File: config.mk
export PLATFORM = sky130hd
export DESIGN_NAME = program_trace_status
export DESIGN_NICKNAME = d
export VERILOG_FILES = /design/src/verilog/trace_status_pkg.sv /design/src/verilog/event_fifo.sv /design/src/verilog/sync_request_ctrl.sv /design/src/verilog/program_trace_status.sv
export VERILOG_INCLUDE_DIRS = /design/src /design/src/verilog
export SDC_FILE = /design/constraint.sdc
export NUM_CORES = 1
export LEC_CHECK = 0
export ABC_CLOCK_PERIOD_IN_PS = 3650
export BUFFER_PORTS_ARGS = -buffer_cell sky130_fd_sc_hd__clkbuf_2
export CAP_MARGIN = 20
export CELL_PAD_IN_SITES_DETAIL_PLACEMENT = 0
export CELL_PAD_IN_SITES_GLOBAL_PLACEMENT = 1
export CORE_ASPECT_RATIO = 2
export CORE_MARGIN = 8
export CORE_UTILIZATION = 40
export DETAILED_ROUTE_END_ITERATION = 8
export PLACE_DENSITY_LB_ADDON = 0.3
export SETUP_SLACK_MARGIN = 0.5
export SYNTH_ARGS = -nofsm -noshare
export SYNTH_HDL_FRONTEND = slang
export SYNTH_SLANG_ARGS = --single-unit
File: constraint.sdc
create_clock -name clk_i -period 3.65 [get_ports clk_i]
set_input_delay 0.5475 -clock clk_i [delete_from_list [all_inputs] [get_ports clk_i]]
set_output_delay 0.5475 -clock clk_i [all_outputs]
set_load 0.03 [all_outputs]
File: src/verilog/trace_status_regs.svh
// Purpose: constants for the program trace status block
// Assumes: 3-bit fetch status bus and 2-bit history flush status
// Notes: definitions only
`ifndef TRACE_STATUS_REGS_SVH
`define TRACE_STATUS_REGS_SVH

`define VF_NONE 3'h0
`define VF_SEQ 3'h1
`define VF_NOT_TAKEN 3'h2
`define VF_SYNC_CHANGE 3'h3
`define VF_EXCEPTION 3'h4
`define VF_INDIRECT 3'h5
`define VF_DIRECT 3'h6
`define VF_NOT_TAKEN_ALT 3'h7
`define VF_FLUSH_MAX 3'h5
`define HISTORY_FLUSH_STATUS_NONE 2'h0
`define HISTORY_FLUSH_STATUS_MAX 2'h2
`define HISTORY_FLUSH_STATUS_DEBUG 2'h3
`define EVENT_FIFO_DEPTH 8

`endif

File: src/verilog/trace_status_pkg.sv
// Purpose: types shared by the program trace status block
// Assumes: nothing
// Notes: constants live in trace_status_regs.svh
package trace_status_pkg;

   // kind of the last fetched instruction as seen by the core
   typedef enum logic [2:0] {
      KIND_NONE,
      KIND_SEQ,
      KIND_NOT_TAKEN,
      KIND_EXCEPTION,
      KIND_INDIRECT,
      KIND_SPECIAL,
      KIND_DIRECT
   } fetch_kind_t;

   // one core fetch event
   typedef struct packed {
      fetch_kind_t kind;
      logic [2:0] queue_flush;
      logic [1:0] hist_flush;
      logic ext_code;
   } fetch_event_t;

   localparam int EVENT_W = $bits(fetch_event_t);

endpackage : trace_status_pkg

File: src/verilog/event_fifo.sv
// Purpose: small FIFO between core fetch events and the status reporter
// Assumes: single clock, asynchronous active-low reset
// Notes: in_ready_o and out_valid_o come from flip-flops
`timescale 1ns/1ps
`default_nettype none
module event_fifo #(
   parameter int WIDTH = 9,
   parameter int DEPTH = 8
) (
   // clock and reset
   input wire logic clk_i,
   input wire logic resetn_i,
   // fill side
   input wire logic in_valid_i,
   output logic in_ready_o,
   input wire logic [WIDTH-1:0] in_data_i,
   // drain side
   output logic out_valid_o,
   input wire logic out_ready_i,
   output logic [WIDTH-1:0] out_data_o
);
   localparam int AW = $clog2(DEPTH);

   logic [WIDTH-1:0] mem_reg [DEPTH];
   logic [AW-1:0] wr_reg, wr_next, rd_reg, rd_next;
   logic [AW:0] cnt_reg, cnt_next;
   logic push, pop;

   assign push = in_valid_i & in_ready_o;
   assign pop = out_valid_o & out_ready_i;
   assign out_data_o = mem_reg[rd_reg];

   always_comb begin
      wr_next = wr_reg;
      rd_next = rd_reg;
      cnt_next = cnt_reg;
      if (push) begin
         wr_next = AW'(wr_reg + 1'b1);
      end
      if (pop) begin
         rd_next = AW'(rd_reg + 1'b1);
      end
      if (push && !pop) begin
         cnt_next = (AW+1)'(cnt_reg + 1'b1);
      end else if (pop && !push) begin
         cnt_next = (AW+1)'(cnt_reg - 1'b1);
      end
   end

   always_ff @(posedge clk_i or negedge resetn_i) begin
      if (!resetn_i) begin
         wr_reg <= '0;
         rd_reg <= '0;
         cnt_reg <= '0;
         in_ready_o <= 1'b1;
         out_valid_o <= 1'b0;
      end else begin
         wr_reg <= wr_next;
         rd_reg <= rd_next;
         cnt_reg <= cnt_next;
         in_ready_o <= (cnt_next != (AW+1)'(DEPTH));
         out_valid_o <= (cnt_next != '0);
      end
   end

   // storage has no reset
   always_ff @(posedge clk_i) begin
      if (push) begin
         mem_reg[wr_reg] <= in_data_i;
      end
   end
endmodule : event_fifo
`default_nettype wire

File: src/verilog/sync_request_ctrl.sv
// Purpose: holds the trace-sync request set by development port commands
// Assumes: commands arrive as one-cycle pulses
// Notes: a change stays pending until the reporter acknowledges it
`timescale 1ns/1ps
`default_nettype none
module sync_request_ctrl (
   // clock and reset
   input wire logic clk_i,
   input wire logic resetn_i,
   // development port command
   input wire logic cmd_valid_i,
   input wire logic cmd_assert_i,
   // reporter side
   input wire logic change_ack_i,
   output logic sync_active_o,
   output logic change_pending_o
);
   logic sync_next, pend_next;

   always_comb begin
      sync_next = sync_active_o;
      pend_next = change_pending_o & ~change_ack_i;
      if (cmd_valid_i && (cmd_assert_i != sync_active_o)) begin
         sync_next = cmd_assert_i;
         pend_next = 1'b1; // set wins over acknowledge
      end
   end

   always_ff @(posedge clk_i or negedge resetn_i) begin
      if (!resetn_i) begin
         sync_active_o <= 1'b0;
         change_pending_o <= 1'b0;
      end else begin
         sync_active_o <= sync_next;
         change_pending_o <= pend_next;
      end
   end
endmodule : sync_request_ctrl
`default_nettype wire

File: src/verilog/program_trace_status.sv
// Purpose: drives fetch status, history flush status and trace-cycle marks
// Assumes: core events synchronous to clk_i; one report per clock
// Notes: events wait in a FIFO while flush or debug slots are reported
// Function
// - Fetch bus carries type reports or flush counts, flush only in non-type clocks.
// - Codes 000 none, 001 sequential, 010 not taken, 011 sync change; next is type.
// - 100 exception, 101 indirect, 110 direct, 111 not taken; next is flush count.
// - Flush slot carries count 000..101; 110 reserved; 111 means type info.
// - Only type code allowed in a flush slot is 111, branch not taken; debug entry in a flush slot still reports 100 here.
// - History flush status gives 0..2 flushed; 11 only for debug mode.
// - Debug entry reports 100 and makes a trace cycle visible.
// - In debug mode fetch bus is 000 and history flush 11.
// - Sync change during debug is reported as 011 first after debug.
// - Without sync change, first report after debug is 101.
// - First fetch after debug is marked as trace cycle and visible.
// - Return, state write, sync, special register writes report 101 and mark next fetch.
// - While sync asserted, traced fetches are shown: full external, address-only internal.
// - Sync request is set and cleared by development port commands.
`timescale 1ns/1ps
`default_nettype none
`include "trace_status_regs.svh"
module program_trace_status
   import trace_status_pkg::*;
(
   // clock and reset
   input wire logic clk_i,
   input wire logic resetn_i,
   // core fetch events
   input wire logic event_valid_i,
   output logic event_ready_o,
   input wire fetch_event_t event_i,
   // core mode and show configuration
   input wire logic debug_mode_i,
   input wire logic show_indirect_i,
   // development port sync command
   input wire logic sync_cmd_valid_i,
   input wire logic sync_cmd_assert_i,
   // status pins
   output logic [2:0] fetch_status_bus_o,
   output logic [1:0] history_flush_status_o,
   // trace cycle marks
   output logic trace_cycle_o,
   output logic show_full_o,
   output logic show_addr_only_o,
   output logic sync_active_o
);
   typedef enum {
      ST_TYPE,
      ST_FLUSH,
      ST_DEBUG,
      ST_EXIT
   } report_state_t;

   report_state_t state_reg, state_next;
   logic [2:0] vf_reg, vf_next;
   logic [1:0] history_flush_status_reg, history_flush_status_next;
   logic [2:0] flush_reg, flush_next;
   logic trace_reg, trace_next;
   logic full_reg, full_next;
   logic addr_reg, addr_next;
   logic ext_reg, ext_next;
   logic ev_valid, ev_pop, sync_active, sync_pending, sync_ack;
   logic [EVENT_W-1:0] ev_raw;
   fetch_event_t ev;
   logic mark, forced, mark_ext;

   event_fifo #(
      .WIDTH(EVENT_W),
      .DEPTH(`EVENT_FIFO_DEPTH)
   ) u_fifo (
      .clk_i(clk_i),
      .resetn_i(resetn_i),
      .in_valid_i(event_valid_i),
      .in_ready_o(event_ready_o),
      .in_data_i(event_i),
      .out_valid_o(ev_valid),
      .out_ready_i(ev_pop),
      .out_data_o(ev_raw)
   );

   sync_request_ctrl u_sync (
      .clk_i(clk_i),
      .resetn_i(resetn_i),
      .cmd_valid_i(sync_cmd_valid_i),
      .cmd_assert_i(sync_cmd_assert_i),
      .change_ack_i(sync_ack),
      .sync_active_o(sync_active),
      .change_pending_o(sync_pending)
   );

   assign ev = fetch_event_t'(ev_raw);

   always_comb begin
      state_next = state_reg;
      vf_next = `VF_NONE;
      history_flush_status_next = `HISTORY_FLUSH_STATUS_NONE;
      flush_next = flush_reg;
      ext_next = ext_reg;
      ev_pop = 1'b0;
      sync_ack = 1'b0;
      mark = 1'b0;
      forced = 1'b0;
      mark_ext = 1'b0;
      case (state_reg)
         ST_TYPE: begin
            if (debug_mode_i) begin
               vf_next = `VF_EXCEPTION;
               mark = 1'b1;
               forced = 1'b1;
               state_next = ST_DEBUG;
            end else if (sync_pending) begin
               vf_next = `VF_SYNC_CHANGE;
               sync_ack = 1'b1;
               mark = 1'b1;
               forced = 1'b1;
            end else if (ev_valid) begin
               ev_pop = 1'b1;
               mark_ext = ev.ext_code;
               history_flush_status_next = (ev.hist_flush > `HISTORY_FLUSH_STATUS_MAX) ? `HISTORY_FLUSH_STATUS_MAX : ev.hist_flush;
               flush_next = (ev.queue_flush > `VF_FLUSH_MAX) ? `VF_FLUSH_MAX : ev.queue_flush;
               ext_next = ev.ext_code;
               case (ev.kind)
                  KIND_SEQ: vf_next = `VF_SEQ;
                  KIND_NOT_TAKEN: vf_next = `VF_NOT_TAKEN;
                  KIND_EXCEPTION: begin
                     vf_next = `VF_EXCEPTION;
                     mark = 1'b1;
                     state_next = ST_FLUSH;
                  end
                  KIND_INDIRECT, KIND_SPECIAL: begin
                     vf_next = `VF_INDIRECT;
                     mark = 1'b1;
                     state_next = ST_FLUSH;
                  end
                  KIND_DIRECT: begin
                     vf_next = `VF_DIRECT;
                     state_next = ST_FLUSH;
                  end
                  default: vf_next = `VF_NONE;
               endcase
            end
         end
         ST_FLUSH: begin
            if (debug_mode_i) begin
               vf_next = `VF_EXCEPTION;
               mark = 1'b1;
               forced = 1'b1;
               state_next = ST_DEBUG;
            end else if (ev_valid && ev.kind == KIND_NOT_TAKEN) begin
               // a not-taken branch may fill the flush slot; flush stays owed
               ev_pop = 1'b1;
               vf_next = `VF_NOT_TAKEN_ALT;
               history_flush_status_next = (ev.hist_flush > `HISTORY_FLUSH_STATUS_MAX) ? `HISTORY_FLUSH_STATUS_MAX : ev.hist_flush;
            end else begin
               vf_next = flush_reg;
               state_next = ST_TYPE;
            end
         end
         ST_DEBUG: begin
            vf_next = `VF_NONE;
            history_flush_status_next = `HISTORY_FLUSH_STATUS_DEBUG;
            if (!debug_mode_i) begin
               state_next = ST_EXIT;
            end
         end
         ST_EXIT: begin
            mark = 1'b1;
            forced = 1'b1;
            mark_ext = ext_reg;
            if (sync_pending) begin
               vf_next = `VF_SYNC_CHANGE;
               sync_ack = 1'b1;
               state_next = ST_TYPE;
            end else begin
               vf_next = `VF_INDIRECT;
               flush_next = 3'h0;
               state_next = ST_FLUSH;
            end
         end
         default: begin
            state_next = ST_TYPE;
         end
      endcase
      trace_next = mark;
      full_next = mark & (forced | sync_active | show_indirect_i) & mark_ext;
      addr_next = mark & (forced | sync_active | show_indirect_i) & ~mark_ext;
   end

   always_ff @(posedge clk_i or negedge resetn_i) begin
      if (!resetn_i) begin
         state_reg <= ST_TYPE;
         vf_reg <= `VF_NONE;
         history_flush_status_reg <= `HISTORY_FLUSH_STATUS_NONE;
         flush_reg <= 3'h0;
         trace_reg <= 1'b0;
         full_reg <= 1'b0;
         addr_reg <= 1'b0;
         ext_reg <= 1'b0;
         sync_active_o <= 1'b0;
      end else begin
         state_reg <= state_next;
         vf_reg <= vf_next;
         history_flush_status_reg <= history_flush_status_next;
         flush_reg <= flush_next;
         trace_reg <= trace_next;
         full_reg <= full_next;
         addr_reg <= addr_next;
         ext_reg <= ext_next;
         sync_active_o <= sync_active;
      end
   end

   assign fetch_status_bus_o = vf_reg;
   assign history_flush_status_o = history_flush_status_reg;
   assign trace_cycle_o = trace_reg;
   assign show_full_o = full_reg;
   assign show_addr_only_o = addr_reg;
endmodule : program_trace_status
`default_nettype wire

# After elaboration in Yosys (flattened, before gate mapping)
# Memory sizes are Yosys's and may differ from the RTL's.
# Cells that the tools add are included.
[word_totals]
elab_cells = 126
reg_bits = 59
inputBits = 16
n_memories = 1
output_inout_bits = 10
ram_bits = 72
[op_classes]
n_bitwise = 12
n_eq_ne = 20
reduce_logical = 15
addsub = 4
mux = 56
magnitude_cmp = 2
[memory_table]
columns = ["memory", "words", "word_bits", "read_ports", "rd_ports_with_merged_regs", "write_ports", "line", "rtl"]
rows = [
  ["u_fifo.mem_reg", 8, 9, 1, 0, 1, "event_fifo.sv:24", "logic [WIDTH-1:0] mem_reg [DEPTH];"],
]
[ops]
columns = ["op", "count"]
rows = [
  ["two-way mux 32 bit", 7],
  ["one-hot mux 32 bit (4 select lines)", 1],
  ["equality test 32 x 2 -> 1 bit, second input constant", 2],
  ["two-way mux 3 bit", 11],
  ["equality test 32 x 1 -> 1 bit, second input constant", 1],
  ["zero test 32 bit", 1],
  ["two-way mux 1 bit", 20],
  ["one-hot mux 3 bit (5 select lines)", 1],
  ["two-way mux 2 bit", 6],
  ["AND reduction 5 bit", 2],
  ["equality test 3 bit, second input constant", 3],
  ["inequality test 3 bit, second input constant", 3],
  ["one-hot mux 3 bit (3 select lines)", 1],
  ["two-way mux 4 bit", 2],
  ["inequality test 2 bit, second input constant", 4],
  ["adder 3 x 1 -> 3 bit, second input constant", 2],
  ["AND 1 bit", 6],
  ["equality test 3 x 2 -> 1 bit, second input constant", 2],
  ["one-hot mux 1 bit (2 select lines)", 3],
  ["one-hot mux 1 bit (3 select lines)", 2],
  ["one-hot mux 2 bit (3 select lines)", 1],
  ["one-hot mux 3 bit (2 select lines)", 1],
  ["adder 4 x 1 -> 4 bit, second input constant", 1],
  ["logical AND 1 bit", 4],
  ["other kinds (17)", 22],
]

# Logic depth before layout (Yosys ltp)
# Gate-level depths: netlist (run 1).
# An unclocked memory read counts as a cell.
[depth]
word_depth = 11
depth_mapped = 9
depth_no_buf = 8

# Cells and area by module
# A second synthesis (run 1) with hierarchy kept.
[unflattened]
cells_unflattened = 277
area_unflattened_um2 = 4416.7
[by_module_without_submodules]
columns = ["mod", "area_each_um2", "seq_area_each_um2", "instances", "cells_each"]
rows = [
  ["event_fifo", 3457.1, 2463.6, 1, 178],
  ["program_trace_status", 877.1, 375.4, 1, 93],
  ["sync_request_ctrl", 82.6, 50.0, 1, 6],
]

# Worst setup path before layout (run 1)
# No wires, ideal clock.
[synth_timing]
kind = "register -> register"
startpoint = "register u_fifo.rd_reg[0]"
endpoint = "register u_fifo.out_valid_o"
path_buffers = 2
t_required_ps = 3510
synth_period_minus_slack_ps = 2675
path_slack_ps = 975
setup_ps = 140
t_arrival_ps = 2535
stages_incl_launch_ff = 9
path_cell_list = "dfrtp_1 buf_6 mux4_2 mux2_4 or4_1 buf_2 a211oi_1 or2_1 o221ai_2"
[synth_between]
elab_chain_cells = 11
word_cells_on_any_way = 13
cone_classes = "eq/ne (1); mux (5); bitwise (1); reduce/logical (5); memory (1)"
[synth_rtl]
columns = ["element", "line", "rtl"]
rows = [
  ["start, declared", "event_fifo.sv:25", "logic [AW-1:0] wr_reg, wr_next, rd_reg, rd_next;"],
  ["start signal, assigned", "event_fifo.sv:59", "rd_reg <= rd_next;"],
  ["memory read (8 x 9 bit) (*)", "--", ""],
  ["equality test 3 x 2 -> 1 bit (*)", "program_trace_status.sv:149", "end else if (ev_valid && ev.kind == KIND_NOT_TAKEN) begin"],
  ["logical AND 1 bit (*)", "program_trace_status.sv:149", ""],
  ["two-way mux 1 bit (*)", "program_trace_status.sv:149", ""],
  ["two-way mux 1 bit (*)", "program_trace_status.sv:144", "if (debug_mode_i) begin"],
  ["one-hot mux 1 bit (2 select lines) (*)", "program_trace_status.sv:104", "case (state_reg)"],
  ["AND 1 bit (*)", "event_fifo.sv:30", "assign pop = out_valid_o & out_ready_i;"],
  ["logical AND 1 bit or zero test 1 bit (tied branches)", "event_fifo.sv:45, event_fifo.sv:43", ""],
  ["two-way mux 4 bit or logical AND 1 bit (tied branches)", "event_fifo.sv:45, event_fifo.sv:43", ""],
  ["two-way mux 4 bit (*)", "event_fifo.sv:43", "if (push && !pop) begin"],
  ["nonzero test 4 bit (*)", "event_fifo.sv:62", "out_valid_o <= (cnt_next != '0);"],
  ["end signal, assigned", "event_fifo.sv:62", ""],
  ["end, declared", "event_fifo.sv:18", "output logic out_valid_o,"],
]
# Every way passes the cells marked *; elsewhere a longest branch is shown, timed or not.
# A chain may end at the register's enable or synchronous reset.

# Worst setup path in the final report (run 1)
# Same ends and word-level chain as after synthesis.

==> run_results.csv, run 1 <==
group,metric,value,unit
worst_hold_path,hp-class,"input port to asynchronous set/reset pin",
finish,multi_input_area,1425,um^2
power_and_ir_drop,p_leak,1.833,nW
timing,hold_viol,0,
timing,max-slew-margin-rel,0.4392,
drt,avgRoutedWirePerCell,19.49,um
logic_synthesis,syn_area,4368,um^2
logic_synthesis,syn_nets,311,
timing,skew,0.006207,ns
clocking,insertion_delay,0.34,ns
drt,drc,0,
drt,drtAntennaViolNets,0,
global_route,grt_max_degree,30,
logic_synthesis,ys_warn_count,0,
timing,fmax,346.8,MHz
drt,vias,2491,
critical_path,path_max_fanout,8,
timing,finalMaxSlewViolations,0,
floorplanning,fp-row-count,54,
logic_synthesis,ys_seq_elements,101,
clocking,clockBufferDepth,2,
global_route,grt_use_met2,0.2687,
clocking,clk_pin_slew_worst_paths,0.07,ns
logic_synthesis,synthCells,286,
timing,rsz0062_at_grt,"no",
critical_path,crit_path_start_kind,"register",
logic_synthesis,ys.flop_type,"edfxtp_1",
clocking,ctsHoldBuffers,0,
global_route,busiest_layer,"met2",
logic_synthesis,ys_types,49,
logic_synthesis,synth_edf_count,72,
finish,final_nets,348,
global_route,grt_pass1_vias,2768,
global_route,overflow,0,
clocking,cts_tree,"yes",
power_and_ir_drop,power_density,821.3,nW/um^2
floorplanning,die_y,163.8,um
critical_path,crit_slowest_cell,"or4_1",
timing,fin_crit_sh,0.7900,
critical_path,crit_required,3.86,ns
finish,ff_latch_area,2890,um^2
drt,drt-initial-drc-count,148,
drt,viasPerCell,5.323,
clocking,cts.sinks,101,
finish,area_delta_synth_final,15.53,%
floorplanning,start_util,0.4041,
critical_path,crit_arrival,3.09,ns
finish,layout_commonest_cell,"edfxtp_1",
drt,firstDrtPassIters,4,
global_route,grt_use_met1,0.1163,
critical_path,endpoint_kind,"register",
power_and_ir_drop,p_clk_frac,0.240,
power_and_ir_drop,switchingPower,1.455,mW
clocking,post_cts_resized,0,
status,outcome,"complete, no violations",
run,drv_cap,0,
logic_synthesis,async_reset_ff_frac,0.2871,
power_and_ir_drop,power.internal,2.690,mW
floorplanning,dieArea,14720,um^2
clocking,cts_root_buf,"clkbuf_16",
finish,fin_area,5046,um^2
timing,tightest_slew,0.8350,ns
finish,diodes,0,
placed_design,gp_congestion,0.8103,
floorplanning,core,10810,um^2
power_and_ir_drop,ir_drop,0.0003103,V
floorplanning,chipWidth,89.89,um
critical_path,path_class,"register to register",
timing,setup_viol,0,
global_route,grt_use_total,0.1327,
finish,fill_cells,997,
finish,layout_common_cells,"edfxtp_1, nand2_1, dfrtp_1, clkbuf_2, mux4_2",
critical_path,cp_cell_sequence,"mux4_2, mux2_4, or4_1, a211oi_1, or2_1, o221ai_2",
power_and_ir_drop,combPwrFrac,0.350,
timing,setup_tns,0,ns
power_and_ir_drop,swShare,0.3510,
placed_design,dp_hpwl,6.575,mm
clocking,cts_made_buffers,9,
clocking,htree_levels,3,
power_and_ir_drop,p_seq_frac,0.410,
timing,min_period,2.883,ns
finish,drive_gt1_frac,0.2652,
logic_synthesis,seq_area_frac_synth,0.6614,
placed_design,postPlaceCellArea,4718,um^2
power_and_ir_drop,power,4.144,mW
global_route,antenna_found_initial,0,
clocking,postCtsSetupBuffers,0,
placed_design,portBuffers,25,
global_route,grt_pass1_wl,14.66,mm
critical_path,slowest_delay,0.69,ns
drt,wl,9.121,mm
floorplanning,top_level_ports,26,
logic_synthesis,avgSynthCellArea,15.27,um^2
finish,largest_reg_flops,72,
global_route,grtUsageMet3,0.03112,
-- worst max-delay path, delay by kind of cell (launching register included) --
| family | cells | cell delay [ns] |
|---|---|---|
| AO/OA/AOI/OAI | 2 | 0.51 |
| flip-flops | 1 | 0.50 |
| multiplexers | 2 | 0.87 |
| AND/OR/NAND/NOR | 2 | 0.86 |
-- synth_stat cells, types with 2 or more instances --
cell / number / area, um^2
dfrtp_1: 28 / 700.7
buf_2: 2 / 10.01
buf_1: 2 / 7.510
edfxtp_1: 72 / 2162
a211oi_1: 3 / 22.52
and2_1: 3 / 18.77
mux2_2: 7 / 78.83
ha_1: 9 / 112.6
mux4_2: 18 / 405.4
a21oi_1: 10 / 50.05
nor2_1: 12 / 45.04
nor2b_1: 4 / 25.02
nor3_1: 5 / 25.02
mux2i_1: 5 / 50.05
clkbuf_1: 5 / 18.77
a31oi_1: 4 / 25.02
o211ai_1: 5 / 37.54
nand2b_1: 5 / 31.28
or4_1: 2 / 15.01
o21ai_0: 10 / 50.05
maj3_1: 2 / 20.02
nand2_1: 29 / 108.9
nor4b_1: 2 / 17.52
or3_1: 2 / 12.51
nand3_1: 3 / 15.01
xnor2_1: 6 / 52.55
inv_1: 9 / 33.78
-- cells by family (layout without fill, tap and decap cells) --
| group | Yosys count | in the layout | share of synthesized area |
|---|---|---|---|
| AND/OR/NAND/NOR | 73 | 73 | 0.08307 |
| adder cells (fa/ha/maj) | 11 | 11 | 0.03036 |
| flip-flops | 101 | 101 | 0.6614 |
| multiplexers | 31 | 31 | 0.1258 |
| XOR/XNOR | 7 | 7 | 0.01404 |
| AO/OA/AOI/OAI | 44 | 44 | 0.06675 |
| buffers and inverters | 19 | 61 | 0.01862 |
-- power by group through the flow --
stage | Sequential (mW) | Clock [mW] | Combinational [mW]
2_1_floorplan | 1.70 | 0 | 1.03
3_3_place_gp | 1.71 | 0 | 1.44
3_5_place_dp | 1.72 | 0 | 1.45
4_1_cts | 1.70 | 1.03 | 1.46
5_1_grt | 1.73 | 1.07 | 1.62
6_report | 1.70 | 0.996 | 1.45
-- layer usage --
| metal | part of all wire | up-vias |
|---|---|---|
| met5 | 0 | - |
| met4 | 0.024 | 0 |
| met3 | 0.031 | 11 |
| met2 | 0.60 | 41 |
| met1 | 0.35 | 1273 |
| li1 | - | 1166 |
-- metrics by stage --
step	util	cells	setup WS (ns)	hold WS [ns]
3_5_place_dp	0.4365	452	0.6364	0.4376
5_1_grt	0.4668	468	0.6282	0.3266
6_report	0.4668	468	0.7665	0.2715
3_3_place_gp	0.4365	452	0.7194	0.4298
2_1_floorplan	-	286	0.9750	0.2519
4_1_cts	0.4655	468	0.6181	0.3065
-- final timing paths --
path	startpoint	endpoint	slack [ns]	depth (start not counted)
worst min register to register	u_sync.sync_active_o$_DFFE_PN0P_	sync_active_o$_DFF_PN0_	0.45	0
worst min-delay path	resetn_i	u_fifo.cnt_reg[3]$_DFF_PN0_	0.27	1
worst max register to register	u_fifo.rd_reg[0]$_DFFE_PN0P_	u_fifo.out_valid_o$_DFF_PN0_	0.77	6
worst max-delay path	u_fifo.rd_reg[0]$_DFFE_PN0P_	u_fifo.out_valid_o$_DFF_PN0_	0.77	6
min in group clk_i	sync_cmd_valid_i	u_sync.change_pending_o$_DFF_PN0_	0.43	3
max in group asynchronous	resetn_i	u_fifo.rd_reg[0]$_DFFE_PN0P_	2.82	1
-- layout make-up --
class | instances | share of cell area
Clock inverter | 7 | 0.01760
Multi-Input combinational cell | 166 | 0.2824
Tap cell | 140 | 0.03471
Inverter | 9 | 0.006695
Clock buffer | 9 | 0.04463
Timing Repair Buffer | 36 | 0.04116
Sequential cell | 101 | 0.5728
No activity file was read; power rests on OpenSTA's default activity.
==> run 2, diff against run 1 <==
ABC_AREA = 1   (was default)
ABC_CLOCK_PERIOD_IN_PS = 2700   (was 3650)
clock period = 2.7 ns   (was 3.65 ns; I/O delays follow)
==> run_results.csv, run 2 <==
group,metric,value,unit
clocking,htree_levels,3,
critical_path,crit_start,"state_reg[0]$_DFFE_PN0P_",
clocking,clk_pin_slew_worst_paths,0.07,ns
floorplanning,start_util,0.4079,
logic_synthesis,ys.flop_type,"edfxtp_1",
drt,viasPerCell,5.003,
critical_path,crit_required,2.95,ns
timing,tightest_slew,0.7510,ns
timing,fin_crit_sh,0.7515,
timing,finalMaxSlewViolations,0,
critical_path,slowest_delay,0.42,ns
logic_synthesis,synthAdderAreaFrac,0.02461,
timing,fmax,492.8,MHz
floorplanning,core,11220,um^2
global_route,antenna_found_initial,0,
critical_path,crit_path_start_kind,"register",
power_and_ir_drop,switchingPower,2.404,mW
critical_path,r2r_end,"flush_reg[1]$_DFFE_PN0P_",
run,drv_cap,0,
logic_synthesis,synth_common_cells,"nand2_1, edfxtp_1, inv_1, nor2_1, o21ai_0",
placed_design,dp_hpwl,7.346,mm
global_route,grt_max_degree,39,
timing,setup_viol,0,
logic_synthesis,yosys.area_share.simple,0.1961,
finish,multi_input_area,1423,um^2
floorplanning,top_level_ports,26,
logic_synthesis,synth_compound_area_frac,0.07766,
critical_path,rr_worst_depth,11,
finish,fill_cells,1045,
finish,area_delta_synth_final,14.88,%
placed_design,place_ws,0.5010,ns
finish,layout_commonest_cell,"nand2_1",
status,outcome,"complete, no violations",
critical_path,path_buf_inv,3,
global_route,overflow,0,
critical_path,cp_cell_sequence,"inv_1, ha_1, inv_2, a21oi_1, inv_1, nand4_1, nor2_2, o21ai_0, a31oi_2, nand2_1, o21ai_0",
critical_path,reg2reg_from,"state_reg[0]$_DFFE_PN0P_",
power_and_ir_drop,p_clk_frac,0.213,
logic_synthesis,synth_area_leaders,"edfxtp_1, dfrtp_1, nand2_1, inv_1, o21ai_0",
logic_synthesis,ys_types,37,
logic_synthesis,synth_edf_count,72,
placed_design,portBuffers,25,
global_route,grt_pass1_wl,16.61,mm
logic_synthesis,synth_top_area_cell,"edfxtp_1",
power_and_ir_drop,combPwrFrac,0.414,
logic_synthesis,synth_top_family_by_area,"simple AND/OR/NAND/NOR gates",
critical_path,path_class,"register to register",
logic_synthesis,avgSynthCellArea,10.79,um^2
drt,firstDrtPassIters,4,
logic_synthesis,synth.most_common_cell,"nand2_1",
floorplanning,dieArea,15320,um^2
clocking,insertion_delay,0.34,ns
finish,drive_gt1_frac,0.1966,
finish,final_nets,488,
power_and_ir_drop,ir_drop,0.0004331,V
critical_path,endpoint_kind,"register",
power_and_ir_drop,power_density,1139,nW/um^2
logic_synthesis,ys_warn_count,0,
power_and_ir_drop,p_leak,2.207,nW
finish,largest_reg_flops,72,
critical_path,reg2reg_setup_slack,0.67,ns
logic_synthesis,synth_top_area_share,0.4725,
floorplanning,die_y,167.3,um
clocking,cts_root_buf,"clkbuf_16",
logic_synthesis,async_reset_ff_frac,0.2871,
finish,layout_common_cells,"nand2_1, edfxtp_1, inv_1, nor2_1, o21ai_0",
power_and_ir_drop,swShare,0.4013,
timing,rsz0062_at_grt,"no",
global_route,grt_pass1_vias,3124,
clocking,clockBufferDepth,2,
placed_design,gp_congestion,0.8086,
critical_path,crit_arrival,2.28,ns
logic_synthesis,seq_area_frac_synth,0.6314,
logic_synthesis,synthMuxAreaShare,0.002461,
timing,min_period,2.029,ns
timing,hold_viol,0,
timing,max-slew-margin-rel,0.4994,
global_route,grt_use_total,0.1414,
timing,setup_tns,0,ns
drt,drt-initial-drc-count,161,
logic_synthesis,syn_nets,449,
floorplanning,fp-row-count,55,
drt,wl,10.25,mm
clocking,cts_made_buffers,9,
clocking,cts_tree,"yes",
logic_synthesis,synth_xor_area_frac,0.007657,
power_and_ir_drop,p_seq_frac,0.373,
finish,diodes,0,
power_and_ir_drop,power.internal,3.586,mW
critical_path,path_max_fanout,5,
critical_path,critPathTopFamily,"compound AO/OA/AOI/OAI gates",
drt,avgRoutedWirePerCell,16.80,um
drt,drc,0,
logic_synthesis,ys_seq_elements,101,
drt,vias,3052,
timing,setup_slack,0.6709,ns
worst_hold_path,hp-class,"input port to asynchronous set/reset pin",
critical_path,cp.depth,11,
logic_synthesis,synthCells,424,
floorplanning,chipWidth,91.63,um
critical_path,crit_slowest_cell,"dfrtp_1",
clocking,cts.sinks,101,
finish,ff_latch_area,2890,um^2
timing,skew,0.006383,ns
logic_synthesis,syn_area,4576,um^2
critical_path,endpoint,"flush_reg[1]$_DFFE_PN0P_",
drt,drtAntennaViolNets,0,
-- run 2: cell count changes in the layout (fill, tap and decap cells not counted), moves of 5 or more --
| cell | delta |
|---|---|
| nand2_1 | +50 |
| inv_1 | +38 |
| nor2_1 | +29 |
| o21ai_0 | +22 |
| mux4_2 | -18 |
| nand3_1 | +18 |
| nand3_2 | +11 |
| a21oi_1 | +8 |
| nand2_2 | +7 |
| mux2_2 | -6 |
| nand2b_1 | -5 |
| nand4_1 | +5 |
| o211ai_1 | -5 |
| xnor2_1 | -5 |
-- run 2: power by group through the flow --
stage               logic (mW)  registers, mW  clock network (mW)
floorplan                 1.75           2.27                   0
global placement          2.40           2.23                   0
detailed placement        2.43           2.24                   0
CTS                       2.45           2.22                1.31
global route              2.80           2.27                1.37
finish                    2.48           2.23                1.28
-- run 2: metal layers --
metal	track usage	routed length [um]
met5	0	0
met1	0.1426	3793
met3	0.02687	295
met2	0.2663	5850
met4	0.06676	310
-- run 2: worst min-delay path by stage --
| stage | depth (start not counted) | start | slack, ns | end |
|---|---|---|---|---|
| after floorplan | 0 | resetn_i | 0.11 | ext_reg$_DFFE_PN0P_ |
| after global placement | 0 | u_sync.sync_active_o$_DFFE_PN0P_ | 0.45 | sync_active_o$_DFF_PN0_ |
| after detailed placement | 2 | ext_reg$_DFFE_PN0P_ | 0.47 | ext_reg$_DFFE_PN0P_ |
| after CTS | 1 | resetn_i | 0.15 | fetch_status_bus_o[0]$_DFF_PN0_ |
| after global routing | 1 | resetn_i | 0.18 | fetch_status_bus_o[0]$_DFF_PN0_ |
| final | 1 | resetn_i | 0.12 | fetch_status_bus_o[2]$_DFF_PN0_ |
-- run 2: area by class of cell --
class | count | share of cell area
flip-flops and latches | 101 | 0.5499
repair buffers | 40 | 0.05094
multi-input cells | 260 | 0.2706
clock buffers | 9 | 0.04285
clock inverters | 7 | 0.01428
well taps | 142 | 0.03380
inverters | 51 | 0.03761
-- run 2: through the flow --
step                instances  power, mW    util  area (um^2)  hold WS (ns)
floorplan                 424      4.023       -         4576        0.1094
global placement          592      4.635  0.4361         4892        0.4507
detailed placement        592      4.668  0.4361         4892        0.4662
CTS                       609      5.985  0.4641         5206        0.1465
global route              610      6.439  0.4686         5256        0.1807
finish                    610      5.989  0.4686         5256        0.1231
-- run 2: cell families (layout without fill, tap and decap cells) --
family	Yosys count	in the layout
AO/OA/AOI/OAI	64	64
adder cells (fa/ha/maj)	9	9
multiplexers	1	1
buffers and inverters	63	107
flip-flops	101	101
AND/OR/NAND/NOR	182	182
XOR/XNOR	4	4
-- run 2: timing repair --
item                       in CTS  in global routing
pin swaps                       0                  0
setup endpoints to repair       3                  8
hold buffers                    0                  0
gates resized for setup         2                  7
gates cloned                    0                  1
buffers inserted                1                  0
